## config.mk

```make
export PLATFORM = sky130hd
export DESIGN_NAME = cdr_top
export DESIGN_NICKNAME = d
export VERILOG_FILES = /design/src/hdl/cdr_hold_ch2.v /design/src/hdl/cdr_channel.v /design/src/hdl/cdr_top.v
export VERILOG_INCLUDE_DIRS = /design/src /design/src/common
export SDC_FILE = /design/constraint.sdc
export NUM_CORES = 1
export LEC_CHECK = 0
export ABC_CLOCK_PERIOD_IN_PS = 13100
export BUFFER_PORTS_ARGS = -buffer_cell sky130_fd_sc_hd__buf_2
export CORE_AREA = 2 2 116 118
export CTS_CLUSTER_DIAMETER = 60
export DETAILED_ROUTE_END_ITERATION = 10
export DIE_AREA = 0 0 118 120
export PLACE_DENSITY_LB_ADDON = 0.05
export SYNTH_ARGS = -nofsm -noshare
export SYNTH_HDL_FRONTEND = slang
export SYNTH_SLANG_ARGS = --single-unit
```

## constraint.sdc

```tcl
create_clock -name clk_sys -period 13.1 [get_ports clk_sys]
set_input_delay 1.31 -clock clk_sys [delete_from_list [all_inputs] [get_ports clk_sys]]
set_output_delay 1.31 -clock clk_sys [all_outputs]
set_load 0.02 [all_outputs]
```

## src/common/cdr_map.vh

```
`ifndef CDR_MAP_VH
`define CDR_MAP_VH

// Register addresses (byte addresses on the register port)
`define CDR_LVL0_ADDR      32'h40086800
`define CDR_CTRL0_ADDR     32'h40086804
`define CDR_LVL1_ADDR      32'h40086808
`define CDR_CTRL1_ADDR     32'h4008680c
`define CDR_CH_STRIDE      32'h00000008

// Level register fields
`define CDR_COARSE_MSB     27
`define CDR_COARSE_LSB     17
`define CDR_FINE_MSB       16
`define CDR_FINE_LSB       12
`define CDR_CODE_MSB       27
`define CDR_CODE_LSB       12
`define CDR_HOLD_LSB       0
`define CDR_HOLD_BITS      4
`define CDR_LVL_WMASK      32'h0ffff00f
`define CDR_LVL_RESET      32'h00000000

// Control register fields
`define CDR_UNLOCK_BIT     7
`define CDR_CUTOFF_BIT     6
`define CDR_FILTER_MSB     5
`define CDR_FILTER_LSB     2
`define CDR_SINK_BIT       1
`define CDR_PWROFF_BIT     0
`define CDR_CTRL_RESET     8'h01

// Register port answer latency in clk_sys cycles
`define CDR_ACK_CYCLES     1

`endif

```

## src/hdl/cdr_hold_ch2.v

```verilog
`timescale 1ns/1ps

// Two-stage synchroniser for a level arriving from outside the clock domain
module cdr_hold_ch2 (
    clk,
    rst_n,
    async_in,
    sync_out
);
    input  wire clk;       // System clock
    input  wire rst_n;     // Active-low reset, already synchronised
    input  wire async_in;  // Level from another domain
    output reg  sync_out;  // Safe copy, two flops late

    reg meta_reg;          // First stage, read only by the second

    // Metastability filter; nothing but sync_out looks at meta_reg
    always @(posedge clk or negedge rst_n) begin
        if (!rst_n) begin
            meta_reg <= 1'b0;
            sync_out <= 1'b0;
        end else begin
            meta_reg <= async_in;
            sync_out <= meta_reg;
        end
    end
endmodule // cdr_hold_ch2

```

## src/hdl/cdr_channel.v

```verilog
`timescale 1ns/1ps

// Output stage of one channel: update hold and thermal cutoff
module cdr_channel (
    clk,
    rst_n,
    level_code,
    hold,
    cutoff,
    coarse_code,
    fine_code
);
    input  wire        clk;          // System clock
    input  wire        rst_n;        // Active-low synchronised reset
    input  wire [15:0] level_code;   // Coarse and fine fields of level reg
    input  wire        hold;         // Update held by every channel
    input  wire        cutoff;       // Thermal cutoff active
    output reg  [10:0] coarse_code;  // Coarse code to the DAC core
    output reg  [4:0]  fine_code;    // Fine code to the DAC core

    reg [15:0] applied_reg;          // Last code passed through
    reg [15:0] applied_next;         // Next applied code
    reg [15:0] out_next;             // Next value seen by the core

    // Applied code follows the level field unless held
    always @* begin
        if (hold) begin
            applied_next = applied_reg;
        end else begin
            applied_next = level_code;
        end
        // Cutoff only masks the core; the applied code survives it
        if (cutoff) begin
            out_next = 16'h0000;
        end else begin
            out_next = applied_next;
        end
    end

    // Applied code and core outputs, zero from reset
    always @(posedge clk or negedge rst_n) begin
        if (!rst_n) begin
            applied_reg <= 16'h0000;
            coarse_code <= 11'h000;
            fine_code   <= 5'h00;
        end else begin
            applied_reg <= applied_next;
            coarse_code <= out_next[15:5];
            fine_code   <= out_next[4:0];
        end
    end
endmodule // cdr_channel

```

## src/hdl/cdr_top.v

```verilog
`timescale 1ns/1ps
`include "cdr_map.vh"

// Contract
// - All hold bits for n set: hold output n
// - Any hold bit n clear: write applies immediately
// - Coarse 27:17, fine 16:12 drive core
// - Unlock bit 7 gates writes; zero clears level
// - Bit 6 enables overtemperature forced zero current
// - Bits 5:2 select output filter resistor
// - Bit 1 enables sink, resets zero
// - Bit 0 powers down, resets one
// - Level registers reset to all zeros
// - Control registers reset to 0x01
module cdr_top #(
    parameter NUM_CH = 2            // Channels in this bank, at most four
) (
    clk_sys,
    reset_n,
    reg_addr,
    reg_wr,
    reg_rd,
    reg_wdata,
    reg_rdata,
    reg_ack,
    reg_err,
    overtemp,
    coarse_code,
    fine_code,
    filter_select,
    sink_enable,
    power_off
);
    // Clock and reset
    input  wire                  clk_sys;        // 250 MHz system clock
    input  wire                  reset_n;        // Asynchronous active-low reset
    // Register port
    input  wire [31:0]           reg_addr;       // Byte address
    input  wire                  reg_wr;         // Write request, one cycle
    input  wire                  reg_rd;         // Read request, one cycle
    input  wire [31:0]           reg_wdata;      // Write data
    output reg  [31:0]           reg_rdata;      // Read data, valid with ack
    output reg                   reg_ack;        // Answer pulse
    output reg                   reg_err;        // Unmapped address, with ack
    // Thermal indication from the sensor comparator
    input  wire                  overtemp;       // Asynchronous level
    // Analog core controls, channel 0 in the low slice
    output wire [11*NUM_CH-1:0]  coarse_code;    // Coarse codes
    output wire [5*NUM_CH-1:0]   fine_code;      // Fine codes
    output wire [4*NUM_CH-1:0]   filter_select;  // Filter resistor selects
    output wire [NUM_CH-1:0]     sink_enable;    // Pull-down sink enables
    output wire [NUM_CH-1:0]     power_off;      // Power-down controls

    // Reset release synchroniser
    reg        rst_meta_reg;                     // First stage
    reg        rst_n_sync;                       // Design-wide reset copy

    // Register storage, flattened per channel
    wire [32*NUM_CH-1:0]     lvl_flat;           // Level registers
    wire [8*NUM_CH-1:0]      ctrl_flat;          // Control registers
    wire [NUM_CH-1:0]        lvl_hit;            // Address selects a level reg
    wire [NUM_CH-1:0]        ctrl_hit;           // Address selects a control reg
    wire [NUM_CH-1:0]        hold;               // Effective hold per channel
    wire [NUM_CH-1:0]        cutoff;             // Forced zero per channel
    wire [NUM_CH*NUM_CH-1:0] hold_bits;          // Hold bit n of every channel
    wire                     overtemp_sync;      // Synchronised thermal level

    // Bus answer path
    reg  [31:0]              rdata_next;         // Next read data
    reg                      err_next;           // Next error flag
    wire                     any_hit;            // Some register addressed
    wire                     req;                // Read or write request

    integer                  k;                  // Read mux index

    // Async assert, clocked release: only the first flop takes a constant, the second copies it
    always @(posedge clk_sys or negedge reset_n) begin
        if (!reset_n) begin
            rst_meta_reg <= 1'b0;
            rst_n_sync   <= 1'b0;
        end else begin
            rst_meta_reg <= 1'b1;
            rst_n_sync   <= rst_meta_reg;
        end
    end

    // The comparator output is not timed to clk_sys
    cdr_hold_ch2 u_ot_sync (
        .clk      (clk_sys),
        .rst_n    (rst_n_sync),
        .async_in (overtemp),
        .sync_out (overtemp_sync)
    );

    assign req     = reg_wr | reg_rd;
    assign any_hit = (|lvl_hit) | (|ctrl_hit);

    // Per-channel registers, decode and output stage
    genvar i;
    genvar n;
    generate
        for (i = 0; i < NUM_CH; i = i + 1) begin : g_ch
            // Addresses of this channel's pair
            localparam [31:0] LVL_A  = `CDR_LVL0_ADDR + i * `CDR_CH_STRIDE;
            localparam [31:0] CTRL_A = `CDR_CTRL0_ADDR + i * `CDR_CH_STRIDE;

            reg  [31:0] lvl_reg;                  // Level register
            reg  [31:0] lvl_next;                 // Next level value
            reg  [7:0]  ctrl_reg;                 // Control register
            reg  [7:0]  ctrl_next;                // Next control value
            reg  [3:0]  filter_reg;               // Filter select copy for pins
            reg         sink_reg;                 // Sink enable copy for pins
            reg         pwroff_reg;               // Power-down copy for pins

            assign lvl_hit[i]  = (reg_addr == LVL_A);
            assign ctrl_hit[i] = (reg_addr == CTRL_A);

            // Control register; every bit is plain read/write
            always @* begin
                ctrl_next = ctrl_reg;
                if (reg_wr && ctrl_hit[i]) begin
                    ctrl_next = reg_wdata[7:0];
                end
            end

            // Level register: unlocked writes only, else forced clear
            always @* begin
                lvl_next = lvl_reg;
                if (!ctrl_reg[`CDR_UNLOCK_BIT]) begin
                    lvl_next = `CDR_LVL_RESET;
                end else if (reg_wr && lvl_hit[i]) begin
                    // Reserved bits are dropped and read back as zero
                    lvl_next = reg_wdata & `CDR_LVL_WMASK;
                end
            end

            // Storage and pin copies, defined from reset
            always @(posedge clk_sys or negedge rst_n_sync) begin
                if (!rst_n_sync) begin
                    lvl_reg    <= `CDR_LVL_RESET;
                    ctrl_reg   <= `CDR_CTRL_RESET;
                    filter_reg <= 4'h0;
                    sink_reg   <= 1'b0;
                    pwroff_reg <= 1'b1;
                end else begin
                    lvl_reg    <= lvl_next;
                    ctrl_reg   <= ctrl_next;
                    // Pin copies track the written value in the same edge
                    filter_reg <= ctrl_next[`CDR_FILTER_MSB:`CDR_FILTER_LSB];
                    sink_reg   <= ctrl_next[`CDR_SINK_BIT];
                    pwroff_reg <= ctrl_next[`CDR_PWROFF_BIT];
                end
            end

            assign lvl_flat[32*i +: 32] = lvl_reg;
            assign ctrl_flat[8*i +: 8]  = ctrl_reg;

            // Hold bit n of channel i, as seen by channel n, lands in slot n*NUM_CH+i
            for (n = 0; n < NUM_CH; n = n + 1) begin : g_hold
                assign hold_bits[n*NUM_CH + i] = lvl_reg[`CDR_HOLD_LSB + n];
            end

            // Held only when every channel agrees
            assign hold[i] = &hold_bits[i*NUM_CH +: NUM_CH];

            // Cutoff needs both the enable and the live indication
            assign cutoff[i] = ctrl_reg[`CDR_CUTOFF_BIT] & overtemp_sync;

            cdr_channel u_chan (
                .clk         (clk_sys),
                .rst_n       (rst_n_sync),
                .level_code  (lvl_reg[`CDR_CODE_MSB:`CDR_CODE_LSB]),
                .hold        (hold[i]),
                .cutoff      (cutoff[i]),
                .coarse_code (coarse_code[11*i +: 11]),
                .fine_code   (fine_code[5*i +: 5])
            );

            assign filter_select[4*i +: 4] = filter_reg;
            assign sink_enable[i]          = sink_reg;
            assign power_off[i]            = pwroff_reg;
        end
    endgenerate

    // Read mux; unmapped addresses answer zero with the error flag
    always @* begin
        rdata_next = 32'h00000000;
        err_next   = 1'b0;
        for (k = 0; k < NUM_CH; k = k + 1) begin
            if (lvl_hit[k]) begin
                rdata_next = lvl_flat[32*k +: 32];
            end
            if (ctrl_hit[k]) begin
                rdata_next = {24'h000000, ctrl_flat[8*k +: 8]};
            end
        end
        if (!reg_rd) begin
            // Writes return no data
            rdata_next = 32'h00000000;
        end
        if (req && !any_hit) begin
            err_next = 1'b1;
        end
    end

    // Answer one cycle after the request; read shows pre-write contents
    always @(posedge clk_sys or negedge rst_n_sync) begin
        if (!rst_n_sync) begin
            reg_rdata <= 32'h00000000;
            reg_ack   <= 1'b0;
            reg_err   <= 1'b0;
        end else begin
            reg_rdata <= rdata_next;
            reg_ack   <= req;
            reg_err   <= err_next;
        end
    end
endmodule // cdr_top

```

==> metrics.md <==
| Metric | Value |
|---|---|
| Status | finished, final reports clean |
| First-pass GRT wire length | 23600 um |
| Synth top area share | 0.584 |
| WP data required | 13.40 ns |
| Grt total ovfl | 0 |
| Setup violators final | 0 |
| Final instance area | 0.00748 mm2 |
| Clk_skew | 0.00525 ns |
| Min-Delay Path Class | reg2reg |
| CTS tree | done |
| Drt initial violations | 201 |
| Most frequent cells in the layout | dfrtp_1 (147), buf_2 (130), mux2_2 (48) |
| Setup crit start kind | input pin |
| Via density | 5.53 |
| Final ANT Viol Nets | 0 |
| All-layer global routing usage | 0.219 |
| Post-Synthesis Cell Area | 0.00634 mm2 |
| Slew headroom | 0.346 |
| RSZ-0062 raised after global routing | no |
| Die width | 118 um |
| GP Congestion | 0.773 |
| # fillers | 1107 |
| PortBufs | 130 |
| Fmax | 298 MHz |
| CTS max path bufs | 2 |
| Chip height | 120 um |
| Post-CTS sizing | 0 |
| Avg Inst Size Synth | 13.0 um2 |
| Area leader, netlist | dfrtp_1 |
| Slew @ Worst Pin | 0.981 ns |
| Worst-path cell chain | buf_2, nor4_1, and4_1, buf_4, nand4b_1, nor2_1 |
| Final #Nets | 660 |
| Slowest cell on the critical path | nand4b_1 |
| DP Wirelength | 9410 um |
| Area post-placement | 0.00697 mm2 |
| Max FFs per register | 40 |
| Post-CTS Hold Fix Bufs | 0 |
| Final Hold Viols | 0 |
| I/O pin count | 147 |
| Crit Path Category | in2reg |
| Starting density of the core | 0.489 |
| Post-synthesis sequential area ratio | 0.592 |
| Clk sink count | 150 |
| Top cells by area, synth | dfrtp_1 (58%), mux2_2 (8.5%), a21boi_1 (4.7%) |
| Worst Path Buf+Inv | 2 |
| Synth Instances | 487 |
| Slew Viols, Final | 0 |
| Critical path's largest stage delay | 0.79 ns |
| Top delay family on crit path | simple AND/OR/NAND/NOR gates |
| Vias | 4298 |
| Fin crit share | 0.257 |
| CP Data Arrival Time | 3.67 ns |
| Crit path time final | 3.36 ns |
| Inserted Diodes | 0 |
| Yosys warning count | 0 |
| Synth cell types | 36 |
| H-tree levels | 4 |
| Pre-antenna DRT Iters | 4 |
| Layout cells sized above 1 | 0.378 |
| Commonest non-fill, non-tap cell in the layout | dfrtp_1 |
| Maxcap violations | 0 |
| DIE AREA | 0.0142 mm2 |
| Inserted Clock Buffers | 17 |
| Core Area | 0.0130 mm2 |
| Area growth syn-to-layout | 18.0% |
| Final WL | 14600 um |
| CTS root buf | clkbuf_16 |
| Residual DRC | 0 |
| Row count | 42 |
| Maximum vdd drop | 0.0681 mV |
| Maximum fanout along the worst path | 45 |
| Flops & latches, synth | 150 |
| Postcts setup bufs | 0 |
| Vias in the first global route | 4452 |
| Power density over the cells | 125 mW/mm2 |
| Clk_lat worst skew | 0.42 ns |
| Clk slew on worst S/H paths | 0.05 ns |
| Initial antenna violation count | 1 |
| Wire length per cell | 18.8 um |
| CP Capture Type | register |
| Final setup TNS | 0 ns |
| Leakage power | 3.69 nW |
| Largest net degree at the start of global routing | 77 |
worst paths after layout:
check	end	slack (ns)	start	depth (start not counted)
min in group asynchronous	g_ch[1].u_chan.applied_reg[0]	0.46	rst_n_sync	0
max	reg_rdata[26]	9.74	reg_addr[26]	6
max reg2reg	g_ch[0].lvl_reg[21]	11.14	rst_n_sync	1
min	u_ot_sync.sync_out	0.35	u_ot_sync.meta_reg	0
min reg2reg	u_ot_sync.sync_out	0.35	u_ot_sync.meta_reg	0
max in group asynchronous	g_ch[0].lvl_reg[21]	11.14	rst_n_sync	1
synth_stat cells (all sizes together):
cell type,count
a21boi,43
and2,2
and4,1
buf,27
clkbuf,32
conb,2
dfrtp,148
dfstp,2
mux2,48
mux2i,20
mux4,4
nand2,2
nand2b,1
nand3,1
nand4,42
nand4b,2
nand4bb,1
nor2,18
nor2b,35
nor3b,4
nor4,3
nor4b,3
o31ai,40
or2,2
or3b,1
or4,2
or4b,1
stage by stage:
| stage | worst slack [ns] | instances | util | hold slack (ns) | power [W] |
|---|---|---|---|---|---|
| floorplan | 8.61 | 494 | - | 0.331 | 0.000493 |
| global placement | 9.35 | 748 | 0.537 | 0.337 | 0.000508 |
| detailed placement | 9.33 | 748 | 0.537 | 0.340 | 0.000509 |
| CTS | 9.75 | 777 | 0.576 | 0.353 | 0.000943 |
| global route | 9.55 | 777 | 0.576 | 0.353 | 0.000966 |
| finish | 9.74 | 777 | 0.576 | 0.350 | 0.000935 |
where the power goes:
group	internal, W	switching [W]	total, W
Combinational	0.0000106	0.0000207	0.0000313
Sequential	0.000465	0.00000427	0.000469
Clock	0.000262	0.000173	0.000435
logic make-up after synthesis:
| group | after synthesis | share of synthesized area |
|---|---|---|
| muxes | 72 | 0.131 |
| buffers and inverters | 59 | 0.0519 |
| other | 2 | 0.00118 |
| AOI/OAI and AO/OA | 83 | 0.101 |
| and+or+nand+nor | 121 | 0.122 |
| DFF | 150 | 0.592 |
per-layer routing:
metal	vias up	wire, um	track usage
li1	1954	-	-
met1	2174	6140	0.274
met2	129	7270	0.354
met3	39	754	0.0580
met4	2	452	0.106
met5	-	10	0
area by class of cell:
type | count | area (um2) | area share
Sequential cell | 150 | 3760 | 0.503
Multi-Input combinational cell | 285 | 2280 | 0.305
Timing Repair Buffer | 137 | 703 | 0.0940
Clock buffer | 24 | 462 | 0.0617
Tap cell | 176 | 220 | 0.0294
Clock inverter | 5 | 52.6 | 0.00703
Note: power is estimated with default switching activity, not from simulation.
